File: config.mk
export PLATFORM = sky130hd
export DESIGN_NAME = msd_decoder
export DESIGN_NICKNAME = d
export VERILOG_FILES = /design/src/verilog/msd_pkg.sv /design/src/verilog/msd_space_decode.sv /design/src/verilog/msd_decoder.sv
export SDC_FILE = /design/constraint.sdc
export NUM_CORES = 1
export LEC_CHECK = 0
export ABC_AREA = 1
export BUFFER_PORTS_ARGS = -buffer_cell sky130_fd_sc_hd__buf_4
export CORE_MARGIN = 8
export CORE_UTILIZATION = 50
export DETAILED_ROUTE_END_ITERATION = 12
export GPL_ROUTABILITY_DRIVEN = 0
export PLACE_DENSITY_LB_ADDON = 0.3
export SLEW_MARGIN = 20
export SYNTH_ARGS = -nofsm -noshare
export SYNTH_HDL_FRONTEND = slang
export SYNTH_HIERARCHICAL = 1
export SYNTH_SLANG_ARGS = --single-unit
File: constraint.sdc
create_clock -name clk -period 1.6 [get_ports clk]
set_input_delay 0.32 -clock clk [delete_from_list [all_inputs] [get_ports clk]]
set_output_delay 0.32 -clock clk [all_outputs]
set_load 0.005 [all_outputs]
File: src/verilog/msd_pkg.sv
// constants and types shared by the memory space decoder
package msd_pkg;

   // program memory split with the fetch-select pin latched high
   localparam logic [15:0] INT_ROM_LAST = 16'h3FFF;
   // internal data space boundary between lower and upper halves
   localparam logic [7:0]  LOWER_LAST   = 8'h7F;
   // highest external-move address served by the auxiliary ram
   localparam logic [15:0] AUX_LAST     = 16'h00FF;

   // external strobe timing
   localparam int CLK_PERIOD_NS = 100;
   localparam int STROBE_NS     = 300;
   localparam int STROBE_CYC    =
      (STROBE_NS + CLK_PERIOD_NS - 1) / CLK_PERIOD_NS;

   // bit positions in the space select vector
   localparam int SEL_LOWER = 0;
   localparam int SEL_UPPER = 1;
   localparam int SEL_SREG  = 2;
   localparam int SEL_AUX   = 3;
   localparam int SEL_EXT   = 4;
   localparam int SEL_W     = 5;

   typedef enum logic [2:0] {
      MSD_KIND_DIRECT   = 3'h0,
      MSD_KIND_INDIRECT = 3'h1,
      MSD_KIND_STACK    = 3'h2,
      MSD_KIND_XMOV_IDX = 3'h3,
      MSD_KIND_XMOV_PTR = 3'h4
   } msd_kind_e;

   typedef enum logic [2:0] {
      MSD_TGT_NONE  = 3'h0,
      MSD_TGT_LOWER = 3'h1,
      MSD_TGT_UPPER = 3'h2,
      MSD_TGT_SREG  = 3'h3,
      MSD_TGT_AUX   = 3'h4,
      MSD_TGT_EXT   = 3'h5
   } msd_space_e;

   // gray sequence idle, address, strobe, done
   typedef enum logic [1:0] {
      MSD_ST_IDLE   = 2'h0,
      MSD_ST_ADDR   = 2'h1,
      MSD_ST_STROBE = 2'h3,
      MSD_ST_DONE   = 2'h2
   } msd_state_e;

endpackage : msd_pkg

File: src/verilog/msd_space_decode.sv
// combinational choice of target space for fetches and data accesses
`timescale 1ns/100ps
module msd_space_decode (
   input  wire logic               ext_fetch_latched,
   input  wire logic [15:0]        fetch_addr,
   input  wire msd_pkg::msd_kind_e data_kind,
   input  wire logic [15:0]        data_addr,
   input  wire logic               aux_ram_bypass,
   output logic                    fetch_external,
   output msd_pkg::msd_space_e     space
);

   function automatic logic upper_half(input logic [7:0] a);
      upper_half = (a > msd_pkg::LOWER_LAST);
   endfunction : upper_half

   assign fetch_external = !ext_fetch_latched
                           || (fetch_addr > msd_pkg::INT_ROM_LAST);

   always_comb begin
      space = msd_pkg::MSD_TGT_NONE;
      case (data_kind)
         msd_pkg::MSD_KIND_DIRECT: begin
            space = upper_half(data_addr[7:0]) ? msd_pkg::MSD_TGT_SREG
                                               : msd_pkg::MSD_TGT_LOWER;
         end
         // indirect and stack stay in main ram
         msd_pkg::MSD_KIND_INDIRECT,
         msd_pkg::MSD_KIND_STACK: begin
            space = upper_half(data_addr[7:0]) ? msd_pkg::MSD_TGT_UPPER
                                               : msd_pkg::MSD_TGT_LOWER;
         end
         msd_pkg::MSD_KIND_XMOV_IDX: begin
            space = aux_ram_bypass ? msd_pkg::MSD_TGT_EXT
                                   : msd_pkg::MSD_TGT_AUX;
         end
         msd_pkg::MSD_KIND_XMOV_PTR: begin
            space = (!aux_ram_bypass && data_addr <= msd_pkg::AUX_LAST)
                    ? msd_pkg::MSD_TGT_AUX : msd_pkg::MSD_TGT_EXT;
         end
         default: begin
            space = msd_pkg::MSD_TGT_NONE;
         end
      endcase
   end

endmodule : msd_space_decode

File: src/verilog/msd_decoder.sv
// memory space decoder with external data bus sequencer
`timescale 1ns/100ps
module msd_decoder #(
   parameter int STROBE_CYCLES = msd_pkg::STROBE_CYC
) (
   input  wire logic                     clk,
   input  wire logic                     reset_n,
   input  wire logic                     ext_fetch_select_pin,
   input  wire logic                     fetch_req,
   input  wire logic [15:0]              fetch_addr,
   input  wire logic                     data_req,
   input  wire msd_pkg::msd_kind_e       data_kind,
   input  wire logic [15:0]              data_addr,
   input  wire logic                     data_write,
   input  wire logic [7:0]               data_wdata,
   input  wire logic                     aux_ram_bypass,
   input  wire logic [7:0]               port2_out_reg,
   input  wire logic [7:0]               addr_data_port_in,
   output logic                          fetch_int_sel,
   output logic                          fetch_ext_sel,
   output logic [msd_pkg::SEL_W-1:0]     space_sel,
   output logic [7:0]                    target_addr,
   output logic                          ext_busy,
   output logic                          ext_done,
   output logic [7:0]                    ext_rdata,
   output logic [7:0]                    addr_data_port_out,
   output logic                          addr_data_port_oe,
   output logic [7:0]                    high_addr_port,
   output logic                          addr_latch,
   output logic                          wr_strobe_n,
   output logic                          rd_strobe_n
);

   localparam logic [7:0] STROBE_LAST = 8'(STROBE_CYCLES - 1);

   logic                          strap_latched;
   logic                          dec_fetch_ext;
   msd_pkg::msd_space_e           dec_space;
   logic                          accept;
   logic [msd_pkg::SEL_W-1:0]     dec_sel;

   msd_pkg::msd_state_e           state, next_state;
   logic [7:0]                    cnt, next_cnt;
   logic                          cyc_write, next_cyc_write;
   logic                          cyc_ptr, next_cyc_ptr;
   logic [15:0]                   cyc_addr, next_cyc_addr;
   logic [7:0]                    cyc_wdata, next_cyc_wdata;
   logic                          next_fetch_int_sel, next_fetch_ext_sel;
   logic [msd_pkg::SEL_W-1:0]     next_space_sel;
   logic [7:0]                    next_target_addr;
   logic                          next_ext_busy, next_ext_done;
   logic [7:0]                    next_ext_rdata;
   logic [7:0]                    next_ad_out;
   logic                          next_ad_oe;
   logic [7:0]                    next_high_addr_port;
   logic                          next_addr_latch;
   logic                          next_wr_n, next_rd_n;

   // sampled at every rising clock edge while reset is low
   always_ff @(posedge clk) begin
      if (!reset_n) begin
         strap_latched <= ext_fetch_select_pin;
      end
   end

   msd_space_decode u_dec (
      .ext_fetch_latched (strap_latched),
      .fetch_addr        (fetch_addr),
      .data_kind         (data_kind),
      .data_addr         (data_addr),
      .aux_ram_bypass    (aux_ram_bypass),
      .fetch_external    (dec_fetch_ext),
      .space             (dec_space)
   );

   // requests while the bus is busy are dropped
   assign accept = data_req && (state == msd_pkg::MSD_ST_IDLE);

   always_comb begin
      dec_sel = '0;
      case (dec_space)
         msd_pkg::MSD_TGT_LOWER: dec_sel[msd_pkg::SEL_LOWER] = 1'b1;
         msd_pkg::MSD_TGT_UPPER: dec_sel[msd_pkg::SEL_UPPER] = 1'b1;
         msd_pkg::MSD_TGT_SREG:  dec_sel[msd_pkg::SEL_SREG]  = 1'b1;
         msd_pkg::MSD_TGT_AUX:   dec_sel[msd_pkg::SEL_AUX]   = 1'b1;
         msd_pkg::MSD_TGT_EXT:   dec_sel[msd_pkg::SEL_EXT]   = 1'b1;
         default:               dec_sel = '0;
      endcase
   end

   always_comb begin
      next_state          = state;
      next_cnt            = cnt;
      next_cyc_write      = cyc_write;
      next_cyc_ptr        = cyc_ptr;
      next_cyc_addr       = cyc_addr;
      next_cyc_wdata      = cyc_wdata;
      next_ext_rdata      = ext_rdata;
      next_ad_out         = addr_data_port_out;
      next_ad_oe          = addr_data_port_oe;
      next_addr_latch     = 1'b0;
      next_wr_n           = wr_strobe_n;
      next_rd_n           = rd_strobe_n;
      next_ext_done       = 1'b0;
      next_fetch_int_sel  = fetch_req && !dec_fetch_ext;
      next_fetch_ext_sel  = fetch_req && dec_fetch_ext;
      // select registered from the request cycle
      next_space_sel      = accept ? dec_sel : '0;
      next_target_addr    = accept ? data_addr[7:0] : target_addr;
      // port-2 register unless a pointer cycle runs
      next_high_addr_port = port2_out_reg;
      case (state)
         msd_pkg::MSD_ST_IDLE: begin
            // aux and internal accesses leave pins idle
            if (accept && dec_space == msd_pkg::MSD_TGT_EXT) begin
               next_state     = msd_pkg::MSD_ST_ADDR;
               next_cyc_write = data_write;
               next_cyc_ptr   = (data_kind == msd_pkg::MSD_KIND_XMOV_PTR);
               next_cyc_addr  = data_addr;
               next_cyc_wdata = data_wdata;
               // low address to the muxed port
               next_ad_out     = data_addr[7:0];
               next_ad_oe      = 1'b1;
               next_addr_latch = 1'b1;
            end
         end
         msd_pkg::MSD_ST_ADDR: begin
            next_state = msd_pkg::MSD_ST_STROBE;
            next_cnt   = STROBE_LAST;
            next_ad_out = cyc_write ? cyc_wdata : 8'h00;
            next_ad_oe  = cyc_write;
            next_wr_n  = !cyc_write;
            next_rd_n  = cyc_write;
         end
         msd_pkg::MSD_ST_STROBE: begin
            if (cnt == 8'h00) begin
               next_state = msd_pkg::MSD_ST_DONE;
               next_wr_n  = 1'b1;
               next_rd_n  = 1'b1;
               next_ext_done = 1'b1;
               if (!cyc_write) begin
                  next_ext_rdata = addr_data_port_in;
               end
            end else begin
               next_cnt = cnt - 8'h01;
            end
         end
         msd_pkg::MSD_ST_DONE: begin
            next_state = msd_pkg::MSD_ST_IDLE;
            next_ad_oe = 1'b0;
         end
         default: begin
            next_state = msd_pkg::MSD_ST_IDLE;
         end
      endcase
      // pointer high byte during a pointer cycle
      if (next_state != msd_pkg::MSD_ST_IDLE && next_cyc_ptr) begin
         next_high_addr_port = next_cyc_addr[15:8];
      end
      next_ext_busy = (next_state != msd_pkg::MSD_ST_IDLE);
   end

   always_ff @(posedge clk or negedge reset_n) begin
      if (!reset_n) begin
         state              <= msd_pkg::MSD_ST_IDLE;
         cnt                <= 8'h00;
         cyc_write          <= 1'b0;
         cyc_ptr            <= 1'b0;
         cyc_addr           <= 16'h0000;
         cyc_wdata          <= 8'h00;
         fetch_int_sel      <= 1'b0;
         fetch_ext_sel      <= 1'b0;
         space_sel          <= '0;
         target_addr        <= 8'h00;
         ext_busy           <= 1'b0;
         ext_done           <= 1'b0;
         ext_rdata          <= 8'h00;
         addr_data_port_out <= 8'h00;
         addr_data_port_oe  <= 1'b0;
         high_addr_port     <= 8'hFF;
         addr_latch         <= 1'b0;
         wr_strobe_n        <= 1'b1;
         rd_strobe_n        <= 1'b1;
      end else begin
         state              <= next_state;
         cnt                <= next_cnt;
         cyc_write          <= next_cyc_write;
         cyc_ptr            <= next_cyc_ptr;
         cyc_addr           <= next_cyc_addr;
         cyc_wdata          <= next_cyc_wdata;
         fetch_int_sel      <= next_fetch_int_sel;
         fetch_ext_sel      <= next_fetch_ext_sel;
         space_sel          <= next_space_sel;
         target_addr        <= next_target_addr;
         ext_busy           <= next_ext_busy;
         ext_done           <= next_ext_done;
         ext_rdata          <= next_ext_rdata;
         addr_data_port_out <= next_ad_out;
         addr_data_port_oe  <= next_ad_oe;
         high_addr_port     <= next_high_addr_port;
         addr_latch         <= next_addr_latch;
         wr_strobe_n        <= next_wr_n;
         rd_strobe_n        <= next_rd_n;
      end
   end

   a_fetch_int_rom: assert property (@(posedge clk) disable iff (!reset_n)
      fetch_req && strap_latched && fetch_addr <= msd_pkg::INT_ROM_LAST
      |=> fetch_int_sel)
      else $error("low fetch with pin high not internal");
   a_fetch_all_ext: assert property (@(posedge clk) disable iff (!reset_n)
      fetch_req && !strap_latched |=> fetch_ext_sel && !fetch_int_sel)
      else $error("fetch with pin low not external");
   a_pin_held_after: assert property (@(posedge clk) disable iff (!reset_n)
      $past(reset_n) |-> $stable(strap_latched))
      else $error("latched pin changed after reset");
   a_direct_low_ram: assert property (@(posedge clk) disable iff (!reset_n)
      accept && data_kind == msd_pkg::MSD_KIND_DIRECT && data_addr[7:0] < 8'h80
      |=> space_sel == 5'h01)
      else $error("direct low address not lower ram");
   a_indirect_upper: assert property (@(posedge clk) disable iff (!reset_n)
      accept && data_kind == msd_pkg::MSD_KIND_INDIRECT && data_addr[7]
      |=> space_sel == 5'h02)
      else $error("indirect high address not upper ram");
   a_direct_sreg: assert property (@(posedge clk) disable iff (!reset_n)
      accept && data_kind == msd_pkg::MSD_KIND_DIRECT && data_addr[7]
      |=> space_sel == 5'h04)
      else $error("direct high address not special space");
   a_aux_pins_quiet: assert property (@(posedge clk) disable iff (!reset_n)
      accept && !aux_ram_bypass && data_kind == msd_pkg::MSD_KIND_XMOV_IDX
      |=> space_sel == 5'h08 && !addr_data_port_oe && wr_strobe_n
          && rd_strobe_n && !ext_busy)
      else $error("aux access touched the bus");
   a_stack_internal: assert property (@(posedge clk) disable iff (!reset_n)
      accept && data_kind == msd_pkg::MSD_KIND_STACK
      |=> !space_sel[msd_pkg::SEL_AUX] && !space_sel[msd_pkg::SEL_EXT])
      else $error("stack reached auxiliary or external space");
   a_strobe_width: assert property (@(posedge clk) disable iff (!reset_n)
      accept && dec_space == msd_pkg::MSD_TGT_EXT && data_write
      |=> addr_latch ##1 (!wr_strobe_n && rd_strobe_n)[*3]
          ##1 (wr_strobe_n && ext_done))
      else $error("write strobe shape wrong");
   a_ptr_high_byte: assert property (@(posedge clk) disable iff (!reset_n)
      accept && aux_ram_bypass && data_kind == msd_pkg::MSD_KIND_XMOV_PTR
      |=> high_addr_port == $past(data_addr[15:8])
          && addr_data_port_out == $past(data_addr[7:0]))
      else $error("pointer address not on ports");
   a_one_space: assert property (@(posedge clk) disable iff (!reset_n)
      $onehot0(space_sel))
      else $error("more than one space selected");

endmodule : msd_decoder

==> results of run 1 <==
## layer usage
metal / vias to the layer above / wire, µm / part of all wire (%) / global-route usage (%)
met1: 1379 / 3400 / 40 / 19.2
met4: 0 / 82 / 0.96 / 5.01
li1: 1421 / - / - / -
met5: - / 0 / 0 / 0
met2: 86 / 4530 / 53 / 31.0
met3: 8 / 569 / 6.6 / 6.69
## registers in the layout (all words and copies together), names as in the netlist, 2 cells and up
register	flops
cyc_addr	8
state	2
cyc_wdata	8
cnt	8
target_addr	8
ext_rdata	8
space_sel	5
addr_data_port_out	8
high_addr_port	8
## cell families (layout without fill, tap and decap cells)
| family | Yosys count | count (layout) |
|---|---|---|
| AOI/OAI and AO/OA | 39 | 39 |
| DFF | 74 | 74 |
| and+or+nand+nor | 211 | 212 |
| adders and majority gates | 2 | 2 |
| xor gates and xnor gates | 3 | 3 |
| buffers and inverters | 46 | 174 |
## synth_stat cells, types with 3 or more instances
library cell,number
nor2_2,4
dfstp_2,10
nand4_1,3
nand2_4,5
nand2_1,144
o21ai_2,8
nand3_1,23
buf_6,6
dfrtp_1,63
inv_1,32
nand2_2,3
inv_2,3
o21ai_0,25
nor2_1,18
clkbuf_1,3
## worst max-delay path, cell delays in order, from the launching register on
cell     delay (ns)
dfrtp_1        0.46
nor2_4         0.17
nand2_1        0.14
nor2_4         0.19
buf_4          0.14
nand3_4        0.12
nand2_1        0.12
o21ai_2        0.05
## layout make-up
| cell class | instances | area [µm²] | area share (%) |
|---|---|---|---|
| tap | 77 | 96.3 | 2.13 |
| clock buffer | 11 | 141 | 3.12 |
| multi-input combinational | 256 | 1260 | 27.9 |
| inverter | 35 | 131 | 2.90 |
| sequential | 74 | 1870 | 41.2 |
| timing repair buffer | 123 | 943 | 20.8 |
| clock inverter | 5 | 86.3 | 1.91 |
## power breakdown
| group | switching, µW | internal, µW |
|---|---|---|
| registers | 393 | 2530 |
| logic | 1530 | 1320 |
| clock network | 708 | 933 |
## worst min path at each step
| stage | startpoint | endpoint | slack (ns) | depth (start not counted) |
|---|---|---|---|---|
| floorplan | reset_n | addr_data_port_oe | 0.02 | 0 |
| global placement | reset_n | cnt[2] | 0.37 | 2 |
| detailed placement | reset_n | fetch_ext_sel | 0.37 | 2 |
| CTS | reset_n | cyc_addr[12] | 0.0003 | 2 |
| global route | reset_n | cyc_addr[13] | -0.004 | 2 |
| finish | reset_n | cnt[2] | -0.03 | 2 |
## per-stage QoR
stage | setup slack (ns) | hold slack, ns | utilization (%) | TNS, ns
global placement | -0.170 | 0.374 | 65.5 | -2.66
detailed placement | -0.212 | 0.375 | 65.5 | -3.47
global route | -0.0199 | -0.00411 | 71.0 | -0.0961
finish | 0.0951 | -0.0280 | 71.0 | 0
floorplan | 0.0550 | 0.0244 | - | 0
CTS | 0.0453 | 0.000300 | 69.1 | 0
## what timing repair did
action,4_1_cts,5_1_grt
setup endpoints to repair,0,32
resized for setup,0,13
setup buffers,0,9
hold buffers,0,0
==> results.md, run 1 <==
- Outcome: complete, but fails checks
- Failing checks: hold timing
- Worst endpoint required time: 1.83 ns
- Post-Synth Adder-Cell Area: 0.756%
- Slew Viols, Final: 0
- CP endpoint: ext_rdata[4]
- Post-Synthesis Cells: 375
- Synth async-reset ratio: 98.6%
- Worst relative slew slack: 73.5%
- Total nets after synthesis: 443
- Total gr overflow: 0
- Critical path arrival: 1.74 ns
- Vias/cell: 4.98
- Sequential cell area fraction in the yosys report: 56.4%
- Placed Area: 0.00419 mm²
- Initial Util: 51.9%
- Final worst-path cycle share: 94.1%
- Remaining DRCs: 0
- Worst-Margin Slew: 0.397 ns
- Die height: 97.4 µm
- Synthesized-area fraction occupied by xor and xnor cells: 0.793%
- EDFF count, synth: 1
- Clock sink count: 74
- Most frequent cells in the layout: 141 x nand2_1, 120 x buf_4, 63 x dfrtp_1
- Post-synthesis compound-gate area fraction: 6.95%
- Port Buffers: 96
- Final Skew: 0.0100 ns
- R2R Setup Slk: 0.1 ns
- Largest family of logic cells by synthesized area: simple AND/OR/NAND/NOR gates
- H-tree Lvls: 3
- Placed Cells: 555
- All-Layer GR Usage: 17.6%
- First-pass GRT wire length: 13.8 mm
- Worst Path Class, Setup: reg -> reg
- Worst reg2reg path depth: 7
- DP HPWL: 5.93 mm
- Post-layout min period: 1.50 ns
- CTS clk-pin slew, worst paths: 0.08 ns
- Final wirelength: 8.58 mm
- Area delta synth->final: 36.8%
- CTS tree: done
- Routed Antenna Nets: 0
- Peak VDD IR: 966 µV
- Antenna violations before repair: 0
- Yosys reg bits: 74
- Die area: 0.00948 mm²
- CORE AREA: 0.00639 mm²
- Final setup fails: 0
- Max Freq: 665 MHz
- Mean Syn Cell Area: 8.83 µm²
- Mapped Area: 0.00331 mm²
- Lkg Pwr: 0.00244 µW
- Crit. End Element: register
- Commonest non-fill, non-tap cell in the layout: nand2_1
- Cell taking the most area after synthesis: dfrtp_1
- WHS: -0.0280 ns
- Drt wl/cell: 14.8 µm
- CTS Buf Count: 9
- Post-route cell area: 0.00453 mm²
- Tot Pwr: 7410 µW
- IO Count: 111
- Maximum buffer depth of the clock tree: 2
- Number of global-route vias before repair: 3,034
- Worst skew pair latency: 0.35 ns
- Fin cells: 581
- CP Launch Type: register
- Pwr/cell area: 1640 mW/mm²
- Synth warnings: 6
- Share of the synthesized area in the top cell type: 47.6%
- Chip width: 97.4 µm
- Worst-path fanout max: 8
- Synth area leaders: dfrtp_1 48%, nand2_1 16%, dfstp_2 7.9%
- Ys flop type: dfrtp_1
- DR pass1 iterations: 4
- DRT iter0 DRCs: 198
- Vias: 2,894
- Critical Path Start: cnt[3]
- Diodes inserted: 0
- FP Rows: 29
- Layout Nets: 567
- Worst R2R Start: cnt[3]
- Yosys cell types: 32
- Share of cells above drive strength 1: 36.3%
- Max Cap Viol: 0
- Final hold viol count: 18
- Largest net degree at the start of global routing: 74
- Worst R2R End: ext_rdata[4]
- Mux cell area share after synthesis: 0%
- Hold Crit Class: in -> async
- Fillers: 499
- Simple logic cell fraction of the synthesized area: 28.3%
- CTS root buf: clkbuf_8
Power figures use the tool's default switching activity.
==> run 2: changes to the inputs <==
--- a/config.mk
+++ b/config.mk
@@ -5,10 +5,10 @@
 export SDC_FILE = /design/constraint.sdc
 export NUM_CORES = 1
 export LEC_CHECK = 0
-export ABC_AREA = 1
 export BUFFER_PORTS_ARGS = -buffer_cell sky130_fd_sc_hd__buf_4
 export CORE_MARGIN = 8
 export CORE_UTILIZATION = 50
+export CTS_BUF_LIST = sky130_fd_sc_hd__clkbuf_8
 export DETAILED_ROUTE_END_ITERATION = 12
 export GPL_ROUTABILITY_DRIVEN = 0
 export PLACE_DENSITY_LB_ADDON = 0.3
==> run 2 against run 1 <==
Effect of this change: the run ends with setup timing left; fmax decreased by 20%; critical path type unchanged; critical endpoint is now ext_rdata[3]; largest cell class unchanged; total power increased by 12%; via count increased by 3.2%; area after synthesis decreased by 0.76%; final area increased by 11%; non-clock buffer count increased by 30; count of clock-buffer cells in the layout decreased by 2; setup slack got worse by 0.38 ns; sequential power increased by 5%; die area decreased by 0.63%; highest routed layer unchanged.
==> results.md, run 2 <==
- Vias: 2,988 (+3.2%)
- Critical path arrival: 2.12 ns (+0.38 ns)
- Largest family of logic cells by synthesized area: simple AND/OR/NAND/NOR gates
- Pwr/cell area: 1650 mW/mm² (+0.96%)
- Worst endpoint required time: 1.83 ns (about the same)
- Clock sink count: 74 (unchanged)
- Most frequent cells in the layout: 139 x buf_4, 63 x dfrtp_1, 35 x nand2_1
- Share of cells above drive strength 1: 54.0% (+18 points)
- Remaining DRCs: 0 (unchanged)
- Port Buffers: 96 (unchanged)
- Slew Viols, Final: 0 (unchanged)
- Failing checks: setup timing
- All-Layer GR Usage: 21.0% (+3.4 points)
- CTS tree: done
- CORE AREA: 0.00635 mm² (-0.57%)
- FP Rows: 29 (unchanged)
- Worst Path Class, Setup: reg -> reg
- Tot Pwr: 8300 µW (+12%)
- IO Count: 111 (unchanged)
- Placed Area: 0.00450 mm² (+7.5%)
- Crit. End Element: register
- Final setup fails: 34 (+34)
- Drt wl/cell: 19.8 µm (+34%)
- Synth area leaders: dfrtp_1 48%, mux2_2 8.6%, dfstp_2 8.0%
- Fillers: 377 (-24%)
- CTS Buf Count: 9 (unchanged)
- Vias/cell: 5.75 (+15%)
- CP Cell Sequence: inv_2 > ha_4 > or3b_4 > nor4_4 > buf_6 > mux2_4
- Antenna violations before repair: 0 (unchanged)
- Mapped Area: 0.00329 mm² (-0.76%)
- Simple logic cell fraction of the synthesized area: 17.1% (-11 points)
- Most common cell in the netlist: dfrtp_1
- Routed Antenna Nets: 0 (unchanged)
- Cell taking the most area after synthesis: dfrtp_1
- Final wirelength: 10.3 mm (+20%)
- Worst relative slew slack: 73.3% (-0.20 points)
- Peak VDD IR: 1040 µV (+7.3%)
- Total gr overflow: 0 (unchanged)
- Final Skew: 0.00915 ns (-0.000854 ns)
- DRT iter0 DRCs: 181 (-8.6%)
- Yosys cell types: 48 (+50%)
- Post-layout min period: 1.89 ns (+0.383 ns)
- Max Cap Viol: 0 (unchanged)
- Largest net degree at the start of global routing: 54 (-27%)
- Mean Syn Cell Area: 11.3 µm² (+28%)
- Hold Crit Class: in -> reg
- Share of the synthesized area in the top cell type: 48.0% (+0.36 points)
- Synthesized-area fraction occupied by xor and xnor cells: 0% (-0.79 points)
- Initial Util: 51.8% (-0.098 points)
- Fin worst setup slack: -0.288 ns (-0.383 ns)
- Number of global-route vias before repair: 3,193 (+5.2%)
- Sequential cell area fraction in the yosys report: 56.9% (+0.43 points)
- Synth async-reset ratio: 98.6% (unchanged)
- Mux cell area share after synthesis: 8.56% (+8.6 points)
- First-pass GRT wire length: 16.0 mm (+16%)
- Final hold viol count: 0 (-18)
- Layout Nets: 506 (-11%)
- Ys flop type: dfrtp_1
- DP HPWL: 6.59 mm (+11%)
- Chip width: 97.1 µm (-0.31%)
- Max incr delay on CP: 0.41 ns (-0.05 ns)
- Maximum buffer depth of the clock tree: 2 (unchanged)
- Post-synthesis compound-gate area fraction: 13.6% (+6.7 points)
- Synth warnings: 6 (unchanged)
- EDFF count, synth: 1 (unchanged)
- CTS clk-pin slew, worst paths: 0.08 ns (about the same)
- Post-Synth Adder-Cell Area: 0.761% (+0.0058 points)
- Max Freq: 530 MHz (-20%)
- Yosys reg bits: 74 (unchanged)
- Lkg Pwr: 0.00237 µW (-2.6%)
- Commonest non-fill, non-tap cell in the layout: buf_4
- RSZ-0062 raised after global routing: yes
- CTS root buf: clkbuf_8
- CP Launch Type: register
- Post-synth top cells: 63 x dfrtp_1, 35 x nand2_1, 25 x mux2_2, 15 x o21ai_0, 13 x nor2_1
- DR pass1 iterations: 4 (unchanged)
- Outcome: complete, but fails checks
- Layout Utilization: 79.2% (+8.2 points)
- Slowest CP cell: or3b_4
- Final worst-path cycle share: 118% (+24 points)
- Diodes inserted: 0 (unchanged)
- Total nets after synthesis: 358 (-19%)
- Worst-Margin Slew: 0.397 ns (-0.00000167 ns)
- Worst-path fanout max: 8 (unchanged)
- Area delta synth->final: 53.0%
- Die area: 0.00942 mm² (-0.63%)
- H-tree Lvls: 3 (unchanged)
- Post-Synthesis Cells: 290 (-23%)
- Post-route cell area: 0.00503 mm² (+11%)
- Worst skew pair latency: 0.35 ns (about the same)
- Die height: 97.1 µm (-0.31%)
## run 2: changes by cell type in the layout (fill, tap and decap cells not counted), sizes merged, moves of 10 or more
cell and change:
a21oi +10, a31oi +12, buf +29, inv -25, mux2 +25, nand2 -117
nand3 -18, nor2 -10, o21ai -20
## run 2: final cells by class
cell class | instances | area [µm²] | area share [%]
clock buffers | 9 | 124 | 2.46
clock inverters | 7 | 86.3 | 1.72
inverters | 10 | 37.5 | 0.747
multi-input cells | 190 | 1590 | 31.7
flip-flops and latches | 74 | 1870 | 37.2
well taps | 77 | 96.3 | 1.92
repair buffers | 153 | 1220 | 24.3
## run 2: metrics by stage
| step | setup TNS [ns] | hold slack, ns | cells | worst slack [ns] |
|---|---|---|---|---|
| 2_1_floorplan | -11.64 | 0.0244 | 290 | -0.411 |
| 3_3_place_gp | -13.26 | 0.232 | 495 | -0.358 |
| 3_5_place_dp | -15.30 | 0.237 | 495 | -0.397 |
| 4_1_cts | -2.06 | 0.133 | 518 | -0.255 |
| 5_1_grt | -5.46 | 0.118 | 520 | -0.341 |
| 6_report | -4.40 | 0.140 | 520 | -0.288 |
## run 2: where the power goes
group	internal (µW)	leakage, µW	switching [µW]
Clock	864	0.000110	694
Combinational	2020	0.00135	1650
Sequential	2620	0.000919	452
Total	5500	0.00237	2800
## run 2: repair_timing
item	4_1_cts	5_1_grt
hold buffers	1	0
buffers inserted	5	3
gates cloned	1	0
resized for setup	23	31
pin swaps	4	16
endpoints found under the hold margin	18	0
endpoints found under the setup margin	43	51
## run 2: cell families (layout without fill, tap and decap cells)
kind of cell	after synthesis	in the layout
and+or+nand+nor	100	100
adders and majority gates	2	2
muxes	25	25
buffers and inverters	26	179
DFF	74	74
AOI/OAI and AO/OA	63	63
## run 2: path summary, 6_finish.rpt
| check | from | slack [ns] | cells after the start | endpoint |
|---|---|---|---|---|
| min in group asynchronous | reset_n | 0.42 | 2 | cnt[5] |
| setup reg to reg | cnt[0] | -0.29 | 6 | ext_rdata[3] |
| hold reg to reg | target_addr[4] | 0.49 | 2 | target_addr[4] |
| setup / recovery | cnt[0] | -0.29 | 6 | ext_rdata[3] |
| max in group asynchronous | reset_n | 0.56 | 3 | high_addr_port[6] |
| hold / removal | ext_fetch_select_pin | 0.14 | 1 | strap_latched |
## run 2: layer usage
metal / GRT usage (%) / vias to the layer above / part of all wire (%)
met3: 8.46 / 17 / 7.1
met2: 33.0 / 131 / 49
met5: 0 / - / 0
li1: - / 1347 / -
met4: 9.11 / 0 / 1.9
met1: 24.7 / 1493 / 42
## run 2: critical path: cells and delay by family, from the launching register on
family / cells / cell delay (ns)
adders and majority gates: 1 / 0.14
buffers and inverters: 2 / 0.28
DFF: 1 / 0.39
muxes: 1 / 0.31
and+or+nand+nor: 2 / 0.65
==> run 3: changes to the inputs <==
==> constraint.sdc (replaced) <==
create_clock -name clk -period 2.1 [get_ports clk]
set_input_delay 0.42 -clock clk [delete_from_list [all_inputs] [get_ports clk]]
set_output_delay 0.42 -clock clk [all_outputs]
set_load 0.005 [all_outputs]
==> run 3 against run 2 <==
Effect of this change: critical path type unchanged; register-to-register slack better by 0.39 ns; first-iteration DRC count is 23% lower; hold slack better by 0.11 ns; the flow now finishes without violations; final area is 13% lower; flip-flop and latch count stayed put; core utilization is 10 points lower; sequential share of layout area is 5.4 points higher; combinational power is 42% lower.
==> results.md, run 3 (synthesis gave the netlist of run 2 again) <==
- Internal power: 3680 µW (-33%)
- Lkg Pwr: 0.00208 µW (-12%)
- Max Freq: 501 MHz (-5.4%)
- Vias: 2,685 (-10%)
- Antenna violations before repair: 0 (unchanged)
- RSZ-0062 raised after global routing: no
- Worst skew pair latency: 0.35 ns (about the same)
- H-tree Lvls: 3 (unchanged)
- WHS: 0.251 ns (+0.111 ns)
- Tot Pwr: 5550 µW (-33%)
- Hold Crit Class: in -> reg
- First-pass GRT wire length: 14.0 mm (-13%)
- Post-route cell area: 0.00439 mm² (-13%)
- Worst relative slew slack: 41.2% (-32 points)
- Most frequent cells in the layout: 114 x buf_4, 63 x dfrtp_1, 35 x nand2_1
- CTS root buf: clkbuf_8
- Post_cts resized: 0 (-100%)
- Final wirelength: 8.34 mm (-19%)
- Layout Utilization: 69.2% (-10 points)
- Peak VDD IR: 786 µV (-24%)
- DRT iter0 DRCs: 140 (-23%)
- CORE AREA: 0.00635 mm² (unchanged)
- Share of cells above drive strength 1: 45.7% (-8.3 points)
- Worst-path fanout max: 8 (unchanged)
- Fin cells: 482 (-7.3%)
- Clock sink count: 74 (unchanged)
- Diodes inserted: 0 (unchanged)
- Routed Antenna Nets: 0 (unchanged)
- Switching power: 1870 µW (-33%)
- Die height: 97.1 µm (unchanged)
- Commonest non-fill, non-tap cell in the layout: buf_4
- FP Rows: 29 (unchanged)
- Placed Area: 0.00419 mm² (-6.9%)
- Critical path arrival: 2.22 ns (+0.10 ns)
- CP Launch Type: register
- Combinational Power Share: 38.3% (-5.9 points)
- Drt wl/cell: 17.3 µm (-13%)
- Maximum buffer depth of the clock tree: 2 (unchanged)
- CTS tree: done
- Final worst-path cycle share: 95.1% (-23 points)
- Clock Power Share: 19.6% (+0.8 points)
- Layout Nets: 468 (-7.5%)
- Port Buffers: 96 (unchanged)
- Crit. End Element: register
- Outcome: finished, final reports clean
- Post-CTS setup buffers: 0 (-5)
- Sw frac: 33.7% (about the same)
- Chip width: 97.1 µm (unchanged)
- Remaining DRCs: 0 (unchanged)
- Worst-Margin Slew: 0.882 ns (+0.485 ns)
- Max Cap Viol: 0 (unchanged)
- DR pass1 iterations: 4 (unchanged)
- Placed Cells: 466 (-5.9%)
- All-Layer GR Usage: 17.9% (-3.1 points)
- Fillers: 464 (+23%)
- Worst endpoint required time: 2.33 ns (+0.50 ns)
- Post-layout min period: 2.00 ns (+0.108 ns)
- DP HPWL: 6.03 mm (-8.5%)
- Final setup fails: 0 (-100%)
- Pwr/cell area: 1260 mW/mm² (-24%)
- CTS clk-pin slew, worst paths: 0.08 ns (about the same)
- CTS Hold Bufs: 0 (-1)
- IO Count: 111 (unchanged)
- Total gr overflow: 0 (unchanged)
- Worst Path Class, Setup: reg -> reg
- Final hold viol count: 0 (unchanged)
- Slew Viols, Final: 0 (unchanged)
- Largest net degree at the start of global routing: 74 (+37%)
- Vias/cell: 5.57 (-3.1%)
- Initial Util: 51.8% (unchanged)
- Number of global-route vias before repair: 2,839 (-11%)
- CTS Buf Count: 9 (unchanged)
- Area delta synth->final: 33.6%
- Die area: 0.00942 mm² (unchanged)
- Final Skew: 0.00924 ns (+0.0000874 ns)
- Seq pwr share: 42.1% (+5.1 points)
==> run 3: per-layer routing <==
metal  routed length (µm)  global-route usage (%)  part of all wire [%]  vias up
met4                  131                    5.92                   1.6        0
met2                 3980                    28.5                    48      106
met1                 3520                    21.7                    42     1304
met3                  708                    6.76                   8.5       12
met5                    0                       0                     0        -
li1                     -                       -                     -     1263
==> run 3: power groups by stage <==
stage | clock network (µW) | logic [µW] | registers, µW
finish | 1090 | 2120 | 2340
global route | 1170 | 2350 | 2420
CTS | 1110 | 2140 | 2340
detailed placement | 0 | 2130 | 2350
global placement | 0 | 2060 | 2330
floorplan | 0 | 1160 | 2310
==> run 3: final timing paths <==
kind | start | to | slack (ns) | cells after the start
setup / recovery | cnt[0] | ext_rdata[6] | 0.10 | 6
hold / removal | ext_fetch_select_pin | strap_latched | 0.25 | 1
setup reg to reg | cnt[0] | ext_rdata[6] | 0.10 | 6
hold reg to reg | target_addr[5] | target_addr[5] | 0.49 | 2
max in group asynchronous | reset_n | space_sel[4] | 1.24 | 2
min in group asynchronous | reset_n | ext_busy | 0.30 | 2
==> run 3: critical path, cell delays in order, from the launching register on <==
cell and delay (ns):
dfrtp_1 0.38, inv_1 0.10, ha_2 0.21, or3b_4 0.41, nor4_4 0.27, buf_6 0.17, mux2_2 0.34
==> run 3: area by class of cell <==
class	instances	area [µm²]	area share [%]
sequential	74	1870	42.6
tap	77	96.3	2.19
inverter	10	37.5	0.855
timing repair buffer	115	867	19.7
clock inverter	6	58.8	1.34
multi-input combinational	190	1330	30.2
clock buffer	10	138	3.13
==> run 3: through the flow <==
step                      worst slack, ns  setup TNS [ns]
after global placement            -0.0234          -0.176
after detailed placement          -0.0585          -0.427
after floorplan                    0.0608               0
after global routing              0.00151               0
after CTS                          0.0668               0
final                               0.103               0
